## src/nvm_cmd_pkg.sv

```systemverilog
// Constants, types and register map of the flash command front end.
// Assumes an 8-bit register port and one bus clock domain.
package nvm_cmd_pkg;

  // Register offsets
  localparam logic [7:0] off_clock_div   = 8'h00;
  localparam logic [7:0] off_index       = 8'h01;
  localparam logic [7:0] off_status      = 8'h02;
  localparam logic [7:0] off_dflash_prot = 8'h03;
  localparam logic [7:0] off_cmd_high    = 8'h04;
  localparam logic [7:0] off_cmd_low     = 8'h05;
  localparam logic [7:0] off_rsv_first   = 8'h06;
  localparam logic [7:0] off_rsv_last    = 8'h09;
  localparam logic [7:0] off_option      = 8'h0a;
  localparam logic [7:0] off_rsv5        = 8'h0b;
  localparam logic [7:0] off_rsv_end     = 8'h0d;
  localparam logic [7:0] off_mode        = 8'h0e;

  // Field positions
  localparam int div_loaded_bit  = 7;
  localparam int command_complete_flag_bit        = 7;
  localparam int access_error_flag_bit      = 5;
  localparam int protection_violation_flag_bit      = 4;
  localparam int prot_open_bit   = 7;

  // Reset and fault values
  localparam logic [7:0] option_reset    = 8'hff;
  localparam logic [7:0] option_fault    = 8'hff;
  localparam logic [3:0] dps_fault       = 4'hf;
  localparam logic [6:0] div_reset       = 7'h00;
  localparam logic [2:0] index_reset     = 3'h0;
  localparam logic [2:0] last_word_index = 3'h5;

  // Data flash protection window
  localparam logic [17:0] dflash_base = 18'h04400;

  // Version word
  localparam logic [3:0] ver_none_low  = 4'h0;
  localparam logic [3:0] ver_none_high = 4'hf;

  // Commands refused in normal mode
  localparam logic [7:0] cmd_erase_all    = 8'h08;
  localparam logic [7:0] cmd_unsecure     = 8'h0b;
  localparam logic [7:0] cmd_field_margin = 8'h0e;
  // Program and erase commands
  localparam logic [7:0] cmd_prog_pflash  = 8'h06;
  localparam logic [7:0] cmd_prog_once    = 8'h07;
  localparam logic [7:0] cmd_erase_block  = 8'h09;
  localparam logic [7:0] cmd_erase_sector = 8'h0a;
  localparam logic [7:0] cmd_prog_dflash  = 8'h11;
  localparam logic [7:0] cmd_erase_dsect  = 8'h12;

  typedef enum logic {
    st_idle = 1'b0,
    st_busy = 1'b1
  } cmd_state_type;

  typedef struct packed {
    logic [7:0]       code;
    logic [17:0]      address;
    logic [3:0][15:0] data;
  } cmd_request_type;

  typedef struct packed {
    logic             load;
    logic [5:0][15:0] words;
  } cmd_result_type;

endpackage

```

## src/nvm_command_object_interface.sv

```systemverilog
// Register front end of the flash controller: command object array,
// launch and completion, status flags, option and protection bytes.
// Assumes a command engine on the same clock and a reset sequencer
// that presents the configuration bytes with a one-cycle load pulse.
`timescale 1ns/1ns
module nvm_command_object_interface #(
  parameter int div_width = 7
) (
  // Clock and reset
  input  wire logic                          clk,
  input  wire logic                          sys_rst,
  // Register port
  input  wire logic [7:0]                    reg_addr,
  input  wire logic [7:0]                    reg_wdata,
  input  wire logic                          reg_write,
  input  wire logic                          reg_read,
  output logic      [7:0]                    reg_rdata,
  // Mode pin
  input  wire logic                          special_mode_input,
  // Configuration bytes from the reset sequence
  input  wire logic                          cfg_load,
  input  wire logic [7:0]                    cfg_option_byte,
  input  wire logic [7:0]                    cfg_dflash_byte,
  input  wire logic                          cfg_double_fault,
  // Version word from the information row
  input  wire logic [15:0]                   version_word,
  // Command engine
  output logic                               cmd_start,
  output nvm_cmd_pkg::cmd_request_type       cmd_request,
  input  wire logic                          cmd_done,
  input  wire logic                          cmd_protect_fault,
  input  wire nvm_cmd_pkg::cmd_result_type   cmd_result,
  // Status toward the rest of the controller
  output logic                               flash_timebase_tick,
  output logic                               dflash_protect_enable,
  output logic      [17:0]                   dflash_protect_last,
  output logic      [3:0]                    version_number,
  output logic                               version_valid
);

  //////////////////////////////////////////////////////////////////////
  // State

  nvm_cmd_pkg::cmd_state_type state;
  nvm_cmd_pkg::cmd_state_type next_state;

  logic [15:0]          cmd_words [6];
  logic [2:0]           command_word_index;
  logic [div_width-1:0] divider_value;
  logic                 divider_loaded_flag;
  logic [div_width-1:0] tick_count;
  logic                 access_error_flag;
  logic                 protection_violation_flag;
  logic                 dflash_protect_open;
  logic [3:0]           dflash_protect_size;
  logic [7:0]           option_bits;
  logic                 mode_meta;
  logic                 mode_special;

  //////////////////////////////////////////////////////////////////////
  // Decode

  function automatic logic is_prog_erase(input logic [7:0] code);
    case (code)
      nvm_cmd_pkg::cmd_prog_pflash,
      nvm_cmd_pkg::cmd_prog_once,
      nvm_cmd_pkg::cmd_erase_all,
      nvm_cmd_pkg::cmd_erase_block,
      nvm_cmd_pkg::cmd_erase_sector,
      nvm_cmd_pkg::cmd_unsecure,
      nvm_cmd_pkg::cmd_prog_dflash,
      nvm_cmd_pkg::cmd_erase_dsect: is_prog_erase = 1'b1;
      default:                      is_prog_erase = 1'b0;
    endcase
  endfunction

  function automatic logic special_only(input logic [7:0] code);
    special_only = (code == nvm_cmd_pkg::cmd_erase_all) ||
                   (code == nvm_cmd_pkg::cmd_unsecure) ||
                   (code == nvm_cmd_pkg::cmd_field_margin);
  endfunction

  wire logic command_complete_flag = (state == nvm_cmd_pkg::st_idle);

  wire logic wr_div    = reg_write &&
                         (reg_addr == nvm_cmd_pkg::off_clock_div);
  wire logic wr_index  = reg_write &&
                         (reg_addr == nvm_cmd_pkg::off_index);
  wire logic wr_status = reg_write &&
                         (reg_addr == nvm_cmd_pkg::off_status);
  wire logic wr_prot   = reg_write &&
                         (reg_addr == nvm_cmd_pkg::off_dflash_prot);
  wire logic wr_high   = reg_write &&
                         (reg_addr == nvm_cmd_pkg::off_cmd_high);
  wire logic wr_low    = reg_write &&
                         (reg_addr == nvm_cmd_pkg::off_cmd_low);

  wire logic obj_open  = command_complete_flag;

  wire logic launch_try = wr_status && reg_wdata[nvm_cmd_pkg::command_complete_flag_bit]
                          && command_complete_flag && !access_error_flag
                          && !protection_violation_flag;

  wire logic [7:0] command_code = cmd_words[0][15:8];

  wire logic no_divider  = is_prog_erase(command_code) &&
                           !divider_loaded_flag;
  wire logic mode_refuse = special_only(command_code) && !mode_special;
  wire logic launch_bad  = launch_try && (no_divider || mode_refuse);
  wire logic launch_ok   = launch_try && !no_divider && !mode_refuse;

  always_comb begin
    next_state = state;
    case (state)
      nvm_cmd_pkg::st_idle: begin
        if (launch_ok) begin
          next_state = nvm_cmd_pkg::st_busy;
        end
      end
      nvm_cmd_pkg::st_busy: begin
        if (cmd_done) begin
          next_state = nvm_cmd_pkg::st_idle;
        end
      end
      default: next_state = nvm_cmd_pkg::st_idle;
    endcase
  end

  always_ff @(posedge clk) begin
    if (sys_rst) begin
      state     <= nvm_cmd_pkg::st_idle;
      cmd_start <= 1'b0;
    end else begin
      state     <= next_state;
      cmd_start <= launch_ok;
    end
  end

  //////////////////////////////////////////////////////////////////////
  // Command object array

  wire logic index_valid =
    (command_word_index <= nvm_cmd_pkg::last_word_index);

  always_ff @(posedge clk) begin
    if (sys_rst) begin
      command_word_index <= nvm_cmd_pkg::index_reset;
    end else if (wr_index && obj_open) begin
      command_word_index <= reg_wdata[2:0];
    end
  end

  genvar w;
  generate
    for (w = 0; w < 6; w++) begin : g_word
      wire logic sel = obj_open && index_valid &&
                       (command_word_index == 3'(w));
      always_ff @(posedge clk) begin
        if (sys_rst) begin
          cmd_words[w] <= 16'h0000;
        end else if (state == nvm_cmd_pkg::st_busy && cmd_done &&
                     cmd_result.load) begin
          cmd_words[w] <= cmd_result.words[w];
        end else if (sel && wr_high) begin
          cmd_words[w][15:8] <= reg_wdata;
        end else if (sel && wr_low) begin
          if (w == 0) begin
            cmd_words[w][7:0] <= {6'h00, reg_wdata[1:0]};
          end else begin
            cmd_words[w][7:0] <= reg_wdata;
          end
        end
      end
    end
  endgenerate

  assign cmd_request.code    = command_code;
  assign cmd_request.address = {cmd_words[0][1:0], cmd_words[1]};
  assign cmd_request.data    = {cmd_words[5], cmd_words[4],
                                cmd_words[3], cmd_words[2]};

  wire logic [15:0] word_read =
    index_valid ? cmd_words[command_word_index] : 16'h0000;

  //////////////////////////////////////////////////////////////////////
  // Status flags

  // Set wins over a clear in the same cycle
  always_ff @(posedge clk) begin
    if (sys_rst) begin
      access_error_flag         <= 1'b0;
      protection_violation_flag <= 1'b0;
    end else begin
      if (launch_bad) begin
        access_error_flag <= 1'b1;
      end else if (wr_status && reg_wdata[nvm_cmd_pkg::access_error_flag_bit]) begin
        access_error_flag <= 1'b0;
      end
      if (state == nvm_cmd_pkg::st_busy && cmd_protect_fault) begin
        protection_violation_flag <= 1'b1;
      end else if (wr_status && reg_wdata[nvm_cmd_pkg::protection_violation_flag_bit]) begin
        protection_violation_flag <= 1'b0;
      end
    end
  end

  //////////////////////////////////////////////////////////////////////
  // Clock divider and timebase

  always_ff @(posedge clk) begin
    if (sys_rst) begin
      divider_value       <= div_width'(nvm_cmd_pkg::div_reset);
      divider_loaded_flag <= 1'b0;
    end else if (wr_div) begin
      divider_value       <= reg_wdata[div_width-1:0];
      divider_loaded_flag <= 1'b1;
    end
  end

  // No ticks until software has set the rate
  always_ff @(posedge clk) begin
    if (sys_rst || !divider_loaded_flag || tick_count == divider_value) begin
      tick_count <= '0;
    end else begin
      tick_count <= tick_count + 1'b1;
    end
  end

  assign flash_timebase_tick = divider_loaded_flag &&
                               (tick_count == divider_value);

  //////////////////////////////////////////////////////////////////////
  // Mode pin and reset-loaded bytes

  always_ff @(posedge clk) begin
    if (sys_rst) begin
      mode_meta    <= 1'b0;
      mode_special <= 1'b0;
    end else begin
      mode_meta    <= special_mode_input;
      mode_special <= mode_meta;
    end
  end

  wire logic [3:0] dps_new   = reg_wdata[3:0];
  wire logic       open_new  = reg_wdata[nvm_cmd_pkg::prot_open_bit];
  wire logic       dps_grows = dps_new > dflash_protect_size;

  always_ff @(posedge clk) begin
    if (sys_rst) begin
      option_bits         <= nvm_cmd_pkg::option_reset;
      dflash_protect_open <= 1'b0;
      dflash_protect_size <= nvm_cmd_pkg::dps_fault;
    end else if (cfg_load) begin
      if (cfg_double_fault) begin
        option_bits         <= nvm_cmd_pkg::option_fault;
        dflash_protect_open <= 1'b0;
        dflash_protect_size <= nvm_cmd_pkg::dps_fault;
      end else begin
        option_bits         <= cfg_option_byte;
        dflash_protect_open <= cfg_dflash_byte[nvm_cmd_pkg::prot_open_bit];
        dflash_protect_size <= cfg_dflash_byte[3:0];
      end
    end else if (wr_prot) begin
      if (mode_special) begin
        dflash_protect_open <= open_new;
        dflash_protect_size <= dps_new;
      end else begin
        if (!open_new) begin
          dflash_protect_open <= 1'b0;
        end
        if (dps_grows) begin
          dflash_protect_size <= dps_new;
        end
      end
    end
  end

  assign dflash_protect_enable = !dflash_protect_open;
  assign dflash_protect_last = nvm_cmd_pkg::dflash_base +
                               {6'h00, dflash_protect_size, 8'hff};

  assign version_number = version_word[3:0];
  assign version_valid  = (version_word[3:0] != nvm_cmd_pkg::ver_none_low)
                       && (version_word[3:0] != nvm_cmd_pkg::ver_none_high);

  //////////////////////////////////////////////////////////////////////
  // Read path

  logic [7:0] next_rdata;

  always_comb begin
    next_rdata = 8'h00;
    case (reg_addr)
      nvm_cmd_pkg::off_clock_div:
        next_rdata = {divider_loaded_flag,
                      (7)'(divider_value)};
      nvm_cmd_pkg::off_index:
        next_rdata = {5'h00, command_word_index};
      nvm_cmd_pkg::off_status:
        next_rdata = {command_complete_flag, 1'b0, access_error_flag,
                      protection_violation_flag, 4'h0};
      nvm_cmd_pkg::off_dflash_prot:
        next_rdata = {dflash_protect_open, 3'h0, dflash_protect_size};
      nvm_cmd_pkg::off_cmd_high:
        next_rdata = word_read[15:8];
      nvm_cmd_pkg::off_cmd_low:
        next_rdata = word_read[7:0];
      nvm_cmd_pkg::off_option:
        next_rdata = option_bits;
      nvm_cmd_pkg::off_mode:
        next_rdata = {7'h00, mode_special};
      default:
        next_rdata = 8'h00;
    endcase
  end

  always_ff @(posedge clk) begin
    if (sys_rst) begin
      reg_rdata <= 8'h00;
    end else if (reg_read) begin
      reg_rdata <= next_rdata;
    end else begin
      reg_rdata <= 8'h00;
    end
  end

endmodule

```

## config.mk

```make
export PLATFORM = sky130hd
export DESIGN_NAME = nvm_command_object_interface
export DESIGN_NICKNAME = d
export VERILOG_FILES = /design/src/nvm_cmd_pkg.sv /design/src/nvm_command_object_interface.sv
export SDC_FILE = /design/constraint.sdc
export NUM_CORES = 1
export LEC_CHECK = 0
export BUFFER_PORTS_ARGS = -buffer_cell sky130_fd_sc_hd__buf_2
export CAP_MARGIN = 5
export CORE_AREA = 2 2 120 122
export CTS_BUF_LIST = sky130_fd_sc_hd__clkbuf_2 sky130_fd_sc_hd__clkbuf_4 sky130_fd_sc_hd__clkbuf_8
export DETAILED_ROUTE_END_ITERATION = 7
export DIE_AREA = 0 0 122 124
export PLACE_DENSITY = 0.93
export SETUP_SLACK_MARGIN = 0.2
export SLEW_MARGIN = 20
export SYNTH_ARGS = -nofsm -noshare
export SYNTH_HDL_FRONTEND = slang
export SYNTH_SLANG_ARGS = --single-unit
```

## constraint.sdc

```tcl
create_clock -name clk -period 4.5 [get_ports clk]
set_input_delay 0.9 -clock clk [delete_from_list [all_inputs] [get_ports clk]]
set_output_delay 0.9 -clock clk [all_outputs]
set_load 0.01 [all_outputs]
```

# --- Yosys cells after proc, flatten, opt, wreduce, memory -nomap -nowiden ---
# Memories as Yosys holds them, arrays and structs flattened. A register that Yosys moved wholly into a read port is not among the register bits.
# Index checks and enable logic that the tools add are counted.
word_totals:
  out_inout_bits: 124
  in_bits: 154
  mem_bits_ro: 32
  latch_bits: 0
  n_memories: 2
  wordCells: 223
  regBits: 45
  mem_bits_rw: 96
classes:
  magnitude_cmp: 2
  n_mux: 100
  reduce_logical: 65
  bitwise: 20
  multipliers: 0
  eq_ne: 18
  shifts: 0
  div_mod_pow: 0
  add_sub_neg: 2
memory_table:
  columns: ["name", "words", "width", "read_ports", "rd_clocked_by_memory_dff", "wr", "line_no", "source"]
  rows:
  - ["cmd_words", 6, 16, 7, 1, 6, "nvm_command_object_interface.sv:47", "logic [15:0] cmd_words [6];"]
  - ["(no name shown)", 32, 1, 1, 0, 0, "nvm_command_object_interface.sv:64", "case (code)"]
ops:
  columns: ["operator", "n"]
  rows:
  - ["16-bit two-way mux", 7]
  - ["8-bit two-way mux", 13]
  - ["1-bit two-way mux", 71]
  - ["8-bit case mux with 8 select lines", 1]
  - ["1-bit logical AND", 42]
  - ["8-bit by 4-bit equality test with 1-bit output (second input constant)", 5]
  - ["4-bit two-way mux", 5]
  - ["1-bit bitwise OR", 18]
  - ["15-bit by 12-bit adder with 16-bit output (first input constant)", 1]
  - ["8-bit by 2-bit equality test with 1-bit output (second input constant)", 2]
  - ["8-bit by 3-bit equality test with 1-bit output (second input constant)", 2]
  - ["8-bit by 1-bit equality test with 1-bit output (second input constant)", 1]
  - ["8-bit logical NOT", 1]
  - ["7-bit by 1-bit adder with 7-bit output (second input constant)", 1]
  - ["7-bit equality test", 1]
  - ["1-bit logical NOT", 7]
  - ["3-bit by 2-bit equality test with 1-bit output (second input constant)", 2]
  - ["3-bit equality test (second input constant)", 2]
  - ["3-bit logical NOT", 2]
  - ["3-bit two-way mux", 2]
  - ["2-bit nonzero test", 3]
  - ["1-bit logical OR", 5]
  - ["4-bit > comparator", 1]
  - ["4-bit inequality test (second input constant)", 1]
  - ["other kinds (9)", 11]

# --- Logic depth before layout (Yosys ltp) ---
# Gate-level depths: netlist of run 1.
depth:
  depth_word: 10
  mapped_depth: 8
  mapped_depth_nobuf: 7

# --- Worst setup path after synthesis of run 1 ---
# Ideal clock, no wire load.
synth_path:
  path_type: "input-to-reg"
  startpoint: "input port reg_addr[5]"
  endpoint: "memory cmd_words[1][0] (enable)"
  t_required_ns: 4.116
  arrival_time_ns: 2.728
  n_path_buf: 1
  path_stages: 5
  setup_ns: 0.384
  setup_slack_ns: 1.388
  cell_sequence: "nor4_4 nand3b_1 or4_4 buf_6 o21ai_0"
synth_lines:
  columns: ["element", "line_no", "source"]
  rows:
  - ["start, declared", "nvm_command_object_interface.sv:13", "input wire logic [7:0] reg_addr,"]
  - ["end, declared", "nvm_command_object_interface.sv:47", null]

==> flow_metrics.env, run 1 <==
export IMPL_vias_per_cell=6.35
export IMPL_chipWidth_um=122
export IMPL_synth_cells=639
export IMPL_cp_slowest_stage_delay_ps=800
export IMPL_core_rowCount=43
export IMPL_r2r_end="cmd_words[2][0]$_DFFE_PP_"
export IMPL_ys_seq_area_frac=0.515
export IMPL_cts_sinks=144
export IMPL_root_buffer="clkbuf_8"
export IMPL_ys_ff_latch=144
export IMPL_grt_pass1_wl_um=35100
export IMPL_fill_cells=977
export IMPL_cts_hold_buf=0
export IMPL_synthToLayoutAreaGrowth_pct=22.3
export IMPL_grt_pass1_vias=6308
export IMPL_max_freq_mhz=352
export IMPL_combinationalPowerShare=0.098
export IMPL_totalWireLength_um=24300
export IMPL_syn_area_per_cell_sq_um=11.7
export IMPL_core_sq_um=13700
export IMPL_async_reset_ff_frac=0
export IMPL_nNetsFinal=1022
export IMPL_critical_path_class="input pin to flip-flop"
export IMPL_fin_crit_sh=0.631
export IMPL_clkPwrFrac=0.389
export IMPL_path_clk_slew_ps=80
export IMPL_finClkSkew_ps=12.2
export IMPL_place_gp_congestion=0.954
export IMPL_hold_depth=1
export IMPL_sw_frac_of_total=0.244
export IMPL_setup_violations=0
export IMPL_finalPower_mw=2.87
export IMPL_rsz0062_at_grt="no"
export IMPL_powerDensity_nw_per_um2=314
export IMPL_worst_pin_slew_ps=1010
export IMPL_path_max_fanout=11
export IMPL_utilization=0.665
export IMPL_relSlewSlack=0.321
export IMPL_hold_path_end="mode_special$_SDFF_PP0_"
export IMPL_cap_violations=0
export IMPL_start_util=0.544
export IMPL_wl_per_cell_um=23.1
export IMPL_pre_cts_slack_ps=1270
export IMPL_crit_family="simple AND/OR/NAND/NOR gates"
export IMPL_ff_latch_area_sq_um=3840
export IMPL_cts_made_buffers=17
export IMPL_yosysWarningCount=0
export IMPL_postCtsSetupBuffers=0
export IMPL_hold_start="mode_meta$_SDFF_PP0_"
export IMPL_critPathSlowestCell="o21ai_0"
export IMPL_antenna_found_initial=2
export IMPL_status="finished, final reports clean"
export IMPL_cp_data_required_time_ps=4550
export IMPL_cp_start_kind="input pin"
export IMPL_r2r_setup_slack_ps=1710
export IMPL_multi_input_area_sq_um=3200
export IMPL_crit_chain="buf_2 > nor4_4 > nand3b_1 > buf_4 > o21ai_0"
export IMPL_drc=0
export IMPL_port_buffers=249
export IMPL_firstDrtPassIters=7
export IMPL_post_cts_resized=0
export IMPL_die_area_sq_um=15100
export IMPL_reg2reg_from="state$_SDFF_PP0_"
export IMPL_finalCriticalPeriod_ps=2840
export IMPL_arrival_ps=2890
export IMPL_postRouteAntennaNets=0
export IMPL_cp_depth=5
export IMPL_initialDrtViolationCount=804
export IMPL_finalHoldViolations=0
export IMPL_track_usage=0.316
export IMPL_pin_count=278
export IMPL_drive_gt1_frac=0.383
export IMPL_tns_ps=0
export IMPL_ys_dominant_reg_cell="edfxtp_1"
export IMPL_vdd_drop_max_mv=0.170
export IMPL_grt_max_degree=50
export IMPL_synth_cell_types=58
export IMPL_cts_buffer_depth=2
export IMPL_h_tree_depth=4
export IMPL_seq_power_share=0.513
export IMPL_clk_latency_ps=430
export IMPL_slew_violations=0
export IMPL_num_vias=6692
export IMPL_overflow=0
export IMPL_p_leak_nw=3.90
export IMPL_critical_path_buf_inv_count=2
export IMPL_synth_area_sq_um=7460
export IMPL_end_kind="flip-flop"
export IMPL_fp_dieH_um=124
export IMPL_cts_tree="built"
export IMPL_min_path_type="flip-flop to flip-flop"
export IMPL_worstRegToRegCells=4
export IMPL_power_internal_mw=2.17
export IMPL_worst_slack_ps=1660
export IMPL_power_switching_mw=0.699
export IMPL_hpwl_um=17700
export IMPL_synth_edf_count=96
-- worst register-to-register path: stages, from the launching register on --
cell and delay (ps):
dfxtp_1 480, and3_1 550, and2_2 850, buf_4 530, a22o_1 240
-- state kept, by name, indices dropped and copies added, names as in the netlist, named ones only --
name and flops:
cmd_words 96, option_bits 8, reg_rdata 8, divider_value 7
tick_count 7, dflash_protect_size 4, command_word_index 3, access_error_flag 1
cmd_start 1, dflash_protect_open 1, divider_loaded_flag 1, mode_meta 1
mode_special 1, protection_violation_flag 1, state 1
-- synth_stat cells, types with 6 or more instances --
library cell	number	share of area
and3_1	11	0.0092
buf_2	6	0.0040
xor2_1	7	0.0082
dfxtp_1	48	0.13
edfxtp_1	96	0.39
a22oi_1	7	0.0070
nand2_1	29	0.015
nor2_4	7	0.011
nor2_1	32	0.016
mux2_2	13	0.020
nand3b_1	6	0.0060
o21ai_0	18	0.012
a22o_1	95	0.11
nand3_1	12	0.0080
ha_1	9	0.015
a211oi_1	8	0.0080
a21oi_1	10	0.0067
o22ai_1	15	0.013
mux2i_1	37	0.050
clkbuf_1	38	0.019
inv_1	15	0.0075
buf_4	29	0.029
mux4_2	7	0.021
nor2b_1	10	0.0084
-- kinds of logic after synthesis --
logic type	Yosys count	synth area share
muxes	57	0.0904
DFF	144	0.515
and+or+nand+nor	143	0.110
buffers and inverters	89	0.0614
other	2	0.00101
AOI/OAI and AO/OA	183	0.193
adders and majority gates	9	0.0151
xor gates and xnor gates	12	0.0141
-- routing by layer --
| layer | GRT usage | wire [um] |
|---|---|---|
| met5 | 0 | 0 |
| met4 | 0.191 | 1450 |
| met3 | 0.0829 | 2760 |
| met2 | 0.530 | 11700 |
| met1 | 0.365 | 8430 |
-- stage by stage --
| step | cell area [sq um] | hold WS [ps] | instances |
|---|---|---|---|
| finish | 9130 | 446 | 1054 |
| global route | 9130 | 469 | 1054 |
| CTS | 9130 | 453 | 1052 |
| detailed placement | 8690 | 446 | 1020 |
| global placement | 8690 | 421 | 1020 |
| floorplan | 7500 | 414 | 650 |
-- cell usage in the layout (no fill, tap or decap), types with 5 or more instances in the layout --
cell,count
o211ai_1,5
a211oi_1,8
dfxtp_1,47
conb_1,13
and3_1,11
a22o_1,95
a21oi_1,10
nor3_1,5
o21ai_0,18
mux2i_1,37
nor2_1,32
clkbuf_8,17
mux4_2,7
nand2_1,29
nor2_4,7
ha_1,9
edfxtp_1,96
o22ai_1,15
nand3b_1,6
xnor2_1,5
nand3_1,12
a22oi_1,7
buf_2,249
inv_1,15
xor2_1,7
mux2_2,13
nand2b_1,5
nor2b_1,10
buf_4,15
-- final cells by class --
cell class / instances / share of cell area
timing repair buffer: 264 / 0.149
clock buffer: 19 / 0.0273
clock inverter: 13 / 0.0204
tap: 180 / 0.0247
antenna: 2 / 0.000548
sequential: 144 / 0.421
multi-input combinational: 417 / 0.351
inverter: 15 / 0.00617
-- worst max path at each step --
stage	from	to	slack [ps]
finish	reg_addr[5]	cmd_words[5][12]$_DFFE_PP_	1660
global route	sys_rst	cmd_words[1][0]$_DFFE_PP_	1550
CTS	reg_addr[5]	cmd_words[5][12]$_DFFE_PP_	1710
detailed placement	reg_addr[5]	cmd_words[5][14]$_DFFE_PP_	1270
global placement	reg_addr[5]	cmd_words[5][15]$_DFFE_PP_	1340
floorplan	reg_addr[5]	cmd_words[1][0]$_DFFE_PP_	1390
-- power by group through the flow --
stage | Clock, mW | Combinational [mW] | Sequential, mW
global route | 1.18 | 0.298 | 1.47
finish | 1.12 | 0.281 | 1.47
floorplan | 0 | 0.122 | 1.50
CTS | 1.12 | 0.275 | 1.47
global placement | 0 | 0.266 | 1.50
detailed placement | 0 | 0.272 | 1.50
Note: power is estimated with default switching activity, not from simulation.
==> inputs of run 2 (changes only) <==
--- a/config.mk
+++ b/config.mk
@@ -7,11 +7,11 @@
 export LEC_CHECK = 0
 export BUFFER_PORTS_ARGS = -buffer_cell sky130_fd_sc_hd__buf_2
 export CAP_MARGIN = 5
-export CORE_AREA = 2 2 120 122
+export CORE_AREA = 2 2 124 126
 export CTS_BUF_LIST = sky130_fd_sc_hd__clkbuf_2 sky130_fd_sc_hd__clkbuf_4 sky130_fd_sc_hd__clkbuf_8
 export DETAILED_ROUTE_END_ITERATION = 7
-export DIE_AREA = 0 0 122 124
-export PLACE_DENSITY = 0.93
+export DIE_AREA = 0 0 126 128
+export PLACE_DENSITY = 0.88
 export SETUP_SLACK_MARGIN = 0.2
 export SLEW_MARGIN = 20
 export SYNTH_ARGS = -nofsm -noshare
==> constraint.sdc (replaced) <==
create_clock -name clk -period 2.8 [get_ports clk]
set_input_delay 0.56 -clock clk [delete_from_list [all_inputs] [get_ports clk]]
set_output_delay 0.56 -clock clk [all_outputs]
set_load 0.01 [all_outputs]
==> run 2 against run 1 <==
Effect of this change:
- clock-buffer cell count fell by 2
- total power is 65% higher
- core utilization shrank 4.3 points
- worst setup slack worse by 1100 ps
- clock power rose by 71%
- largest cell class unchanged
- largest power group unchanged
==> flow_metrics.env, run 2 (same netlist as run 1, synthesis figures left out) <==
export IMPL_hpwl_um=17900
export IMPL_grt_max_degree=49
export IMPL_path_max_fanout=24
export IMPL_cts_buffer_depth=2
export IMPL_utilization=0.622
export IMPL_post_cts_resized=0
export IMPL_cts_tree="built"
export IMPL_reg_largest_list="cmd_words: 96 flops, option_bits: 8 flops, reg_rdata: 8 flops"
export IMPL_final_cell_mix="249 x buf_2, 96 x edfxtp_1, 95 x a22o_1"
export IMPL_p_leak_nw=3.99
export IMPL_tns_ps=0
export IMPL_wl_per_cell_um=22.7
export IMPL_cp_data_required_time_ps=3140
export IMPL_cap_violations=0
export IMPL_fp_dieH_um=128
export IMPL_port_buffers=249
export IMPL_place_gp_congestion=0.901
export IMPL_arrival_ps=2590
export IMPL_finClkSkew_ps=8.15
export IMPL_rsz0062_at_grt="no"
export IMPL_worst_pin_slew_ps=731
export IMPL_grt_pass1_vias=6193
export IMPL_top_register="cmd_words"
export IMPL_synthToLayoutAreaGrowth_pct=24.0
export IMPL_power_internal_mw=3.63
export IMPL_end_kind="flip-flop"
export IMPL_clkPwrFrac=0.405
export IMPL_num_vias=6456
export IMPL_r2r_end="reg_rdata[6]$_SDFF_PP0_"
export IMPL_clk_latency_ps=450
export IMPL_vdd_drop_max_mv=0.323
export IMPL_max_freq_mhz=446
export IMPL_crit_chain="mux2_2 > mux4_2 > and3_1 > a211o_1"
export IMPL_endpoint="reg_rdata[6]$_SDFF_PP0_"
export IMPL_drive_gt1_frac=0.388
export IMPL_cts_hold_buf=0
export IMPL_sw_frac_of_total=0.233
export IMPL_firstDrtPassIters=5
export IMPL_final_common_cell="buf_2"
export IMPL_antenna_found_initial=0
export IMPL_nNetsFinal=1035
export IMPL_cp_slowest_stage_delay_ps=750
export IMPL_overflow=0
export IMPL_root_buffer="clkbuf_8"
export IMPL_postRouteAntennaNets=0
export IMPL_finalHoldViolations=0
export IMPL_power_switching_mw=1.10
export IMPL_combinationalPowerShare=0.095
export IMPL_finalCriticalPeriod_ps=2240
export IMPL_cts_made_buffers=17
export IMPL_cp_start_kind="flip-flop"
export IMPL_fill_cells=1176
export IMPL_core_sq_um=14900
export IMPL_chipWidth_um=126
export IMPL_grt_pass1_wl_um=36000
export IMPL_postCtsSetupBuffers=0
export IMPL_die_area_sq_um=16100
export IMPL_largest_reg_flops=96
export IMPL_critPathSlowestCell="dfxtp_2"
export IMPL_pin_count=278
export IMPL_cts_sinks=144
export IMPL_diodes=0
export IMPL_slew_violations=0
export IMPL_drc=0
export IMPL_powerDensity_nw_per_um2=511
export IMPL_path_clk_slew_ps=80
export IMPL_critical_path_class="flip-flop to flip-flop"
export IMPL_vias_per_cell=6.02
export IMPL_fin_crit_sh=0.801
export IMPL_initialDrtViolationCount=822
export IMPL_seq_power_share=0.500
export IMPL_start_util=0.502
export IMPL_min_path_type="input pin to flip-flop"
export IMPL_track_usage=0.298
export IMPL_relSlewSlack=0.511
export IMPL_r2r_setup_slack_ps=560
export IMPL_status="finished, final reports clean"
export IMPL_h_tree_depth=4
export IMPL_worstRegToRegCells=4
export IMPL_setup_violations=0
export IMPL_totalWireLength_um=24400
export IMPL_core_rowCount=45
## run 2: power by group through the flow
stage          Clock, mW  Sequential, mW  Combinational [mW]
6_report            1.92            2.37               0.450
5_1_grt             2.02            2.37               0.480
4_1_cts             1.92            2.36               0.444
3_5_place_dp           0            2.41               0.442
3_3_place_gp           0            2.41               0.434
2_1_floorplan          0            2.42               0.196
## run 2: worst min path at each step
stage	start	endpoint	cells after the start
after floorplan	mode_meta$_SDFF_PP0_	mode_special$_SDFF_PP0_	1
after global placement	mode_meta$_SDFF_PP0_	mode_special$_SDFF_PP0_	1
after detailed placement	mode_meta$_SDFF_PP0_	mode_special$_SDFF_PP0_	1
after CTS	cfg_option_byte[6]	option_bits[6]$_SDFFE_PP1P_	3
after global routing	cfg_option_byte[0]	option_bits[0]$_SDFFE_PP1P_	3
final	cfg_option_byte[7]	option_bits[7]$_SDFFE_PP1P_	3
## run 2: critical path, delay by kind of cell (launching register included)
kind / cells / cell delay (ps)
compound gates: 1 / 260
flops: 1 / 750
mux: 2 / 920
simple gates: 1 / 200
## run 2: metrics by stage
stage	instances	hold WS (ps)	cell area [sq um]	setup WS, ps	total power [mW]
2_1_floorplan	650	414	7500	28.4	2.61
3_3_place_gp	1041	417	8800	322	2.84
3_5_place_dp	1041	430	8800	288	2.85
4_1_cts	1073	313	9250	568	4.73
5_1_grt	1073	321	9250	430	4.87
6_report	1073	336	9250	556	4.73
## run 2: layout make-up
class,instances,area (sq um),area share
Clock buffer,17,234,0.0253
Clock inverter,15,221,0.0239
Inverter,15,56.3,0.00609
Multi-Input combinational cell,417,3200,0.346
Sequential cell,144,3840,0.416
Tap cell,188,235,0.0254
Timing Repair Buffer,277,1460,0.157
## run 2: layer usage
| layer | share of wire | vias to the layer above | track usage |
|---|---|---|---|
| li1 | - | 2904 | - |
| met1 | 0.39 | 3090 | 0.386 |
| met2 | 0.49 | 390 | 0.488 |
| met3 | 0.080 | 72 | 0.0580 |
| met4 | 0.039 | 0 | 0.134 |
| met5 | 0 | - | 0 |
==> inputs of run 3 (changes only) <==
--- a/config.mk
+++ b/config.mk
@@ -7,11 +7,11 @@
 export LEC_CHECK = 0
 export BUFFER_PORTS_ARGS = -buffer_cell sky130_fd_sc_hd__buf_2
 export CAP_MARGIN = 5
-export CORE_AREA = 2 2 124 126
+export CORE_AREA = 2 2 131 133
 export CTS_BUF_LIST = sky130_fd_sc_hd__clkbuf_2 sky130_fd_sc_hd__clkbuf_4 sky130_fd_sc_hd__clkbuf_8
 export DETAILED_ROUTE_END_ITERATION = 7
-export DIE_AREA = 0 0 126 128
-export PLACE_DENSITY = 0.88
+export DIE_AREA = 0 0 133 135
+export PLACE_DENSITY = 0.83
 export SETUP_SLACK_MARGIN = 0.2
 export SLEW_MARGIN = 20
 export SYNTH_ARGS = -nofsm -noshare
==> constraint.sdc (replaced) <==
create_clock -name clk -period 2.05 [get_ports clk]
set_input_delay 0.41 -clock clk [delete_from_list [all_inputs] [get_ports clk]]
set_output_delay 0.41 -clock clk [all_outputs]
set_load 0.01 [all_outputs]
==> run 3 against run 2 <==
Effect of this change:
- first-iteration DRC count fell by 26%
- sequential power rose by 36%
- sequential share of layout area fell by 2.3 points
- total power rose by 34%
- worst hold slack got worse by 170 ps
- clock power rose by 28%
- non-clock buffer count rose by 22
- critical endpoint is now flash_timebase_tick
- largest power group unchanged
==> flow_metrics.env, run 3 (same netlist as run 1, synthesis figures left out) <==
export IMPL_num_vias=6677
export IMPL_die_area_sq_um=18000
export IMPL_overflow=0
export IMPL_reg_largest_list="cmd_words: 96 flops, option_bits: 8 flops, reg_rdata: 8 flops"
export IMPL_critPathSlowestCell="dfxtp_2"
export IMPL_dp_cells=1092
export IMPL_drc=0
export IMPL_power_internal_mw=4.76
export IMPL_max_freq_mhz=509
export IMPL_final_common_cell="buf_2"
export IMPL_powerDensity_nw_per_um2=645
export IMPL_firstDrtPassIters=5
export IMPL_finClkSkew_ps=12.6
export IMPL_critical_path_class="flip-flop to output pin"
export IMPL_finalCriticalPeriod_ps=1960
export IMPL_top_register="cmd_words"
export IMPL_largest_reg_flops=96
export IMPL_pre_cts_slack_ps=-278
export IMPL_chipWidth_um=133
export IMPL_finalPower_mw=6.35
export IMPL_grt_pass1_vias=6470
export IMPL_hpwl_um=18800
export IMPL_cp_data_required_time_ps=1640
export IMPL_vias_per_cell=5.91
export IMPL_combinationalPowerShare=0.105
export IMPL_p_leak_nw=4.20
export IMPL_place_gp_congestion=0.880
export IMPL_fp_dieH_um=135
export IMPL_nNetsFinal=1058
export IMPL_dpl_cell_area_sq_um=9180
export IMPL_worst_pin_slew_ps=534
export IMPL_cts_buffer_depth=2
export IMPL_final_cell_mix="247 x buf_2, 96 x edfxtp_1, 95 x a22o_1"
export IMPL_power_switching_mw=1.59
export IMPL_utilization=0.601
export IMPL_clk_latency_ps=470
export IMPL_min_path_type="input pin to flip-flop"
export IMPL_grt_pass1_wl_um=36900
export IMPL_path_clk_slew_ps=80
export IMPL_port_buffers=249
export IMPL_h_tree_depth=4
export IMPL_arrival_ps=1550
export IMPL_crit_chain="xnor2_2 > nand4_1 > nor4_2 > and2_1 > buf_2"
export IMPL_cts_sinks=144
export IMPL_sw_frac_of_total=0.251
export IMPL_track_usage=0.279
export IMPL_cts_made_buffers=17
export IMPL_worst_slack_ps=87.0
export IMPL_pin_count=278
export IMPL_cap_violations=0
export IMPL_root_buffer="clkbuf_8"
export IMPL_cts_tree="built"
export IMPL_vdd_drop_max_mv=0.373
export IMPL_path_max_fanout=3
export IMPL_initialDrtViolationCount=607
export IMPL_cts_hold_buf=0
export IMPL_cp_start_kind="flip-flop"
export IMPL_seq_power_share=0.508
export IMPL_synthToLayoutAreaGrowth_pct=32.1
export IMPL_setup_violations=0
export IMPL_core_rowCount=47
export IMPL_grt_max_degree=54
export IMPL_relSlewSlack=0.642
export IMPL_cp_startpoint="divider_value[3]$_SDFFE_PP0P_"
export IMPL_totalWireLength_um=25600
export IMPL_end_kind="output pin"
export IMPL_fin_area_sq_um=9860
export IMPL_hold_start="cfg_option_byte[5]"
export IMPL_hold_slack_ps=171
export IMPL_tns_ps=0
export IMPL_drive_gt1_frac=0.449
export IMPL_wl_per_cell_um=22.7
export IMPL_finalHoldViolations=0
export IMPL_cp_slowest_stage_delay_ps=390
export IMPL_final_cells=1130
export IMPL_rsz0062_at_grt="yes"
export IMPL_fin_crit_sh=0.958
export IMPL_postRouteAntennaNets=0
export IMPL_start_util=0.455
export IMPL_status="finished, final reports clean"
export IMPL_core_sq_um=16400
export IMPL_antenna_found_initial=2
export IMPL_clkPwrFrac=0.387
export IMPL_slew_violations=0
## run 3: cell types whose count changed in the layout (fill, tap and decap cells not counted), sizes merged
cell | previous run | this run
diode | 0 | 2
inv | 15 | 16
buf | 277 | 299
or4 | 2 | 3
bufinv | 6 | 4
clkinvlp | 1 | 2
## run 3: what timing repair did
action,in CTS,in global routing
setup buffers,2,1
endpoints found under the hold margin,0,0
gates cloned,1,0
pin swaps,5,16
gates resized for setup,25,33
endpoints found under the setup margin,124,87
## run 3: final cells by class
class,instances,area [sq um]
diodes,2,5.00
inverters,15,56.3
clock buffers,17,234
repair buffers,299,1750
multi-input cells,418,3480
clock inverters,15,193
fillers,1321,6550
flip-flops and latches,144,3860
well taps,220,275
## run 3: final timing paths
kind / end / slack, ps / depth (start not counted)
max: flash_timebase_tick / 90 / 5
min: option_bits[5]$_SDFFE_PP1P_ / 170 / 3
max reg2reg: reg_rdata[7]$_SDFF_PP0_ / 180 / 4
min reg2reg: mode_special$_SDFF_PP0_ / 460 / 1
## run 3: metal layers
metal	GRT usage	vias up	share of wire
li1	-	2960	-
met2	0.473	395	0.49
met1	0.338	3256	0.38
met3	0.0631	66	0.091
met5	0	-	0
met4	0.137	0	0.040
## run 3: power by group through the flow
stage	combinational, mW	sequential (mW)	clock (mW)
6_report	0.669	3.23	2.46
5_1_grt	0.710	3.24	2.58
4_1_cts	0.651	3.22	2.47
3_5_place_dp	0.639	3.29	0
3_3_place_gp	0.630	3.29	0
2_1_floorplan	0.285	3.30	0
## run 3: critical path, delay by kind of cell, from the launching register on
kind / cells / cell delay (ps)
xor+xnor: 1 / 120
flops: 1 / 390
simple gates: 3 / 460
buf+inv: 1 / 130
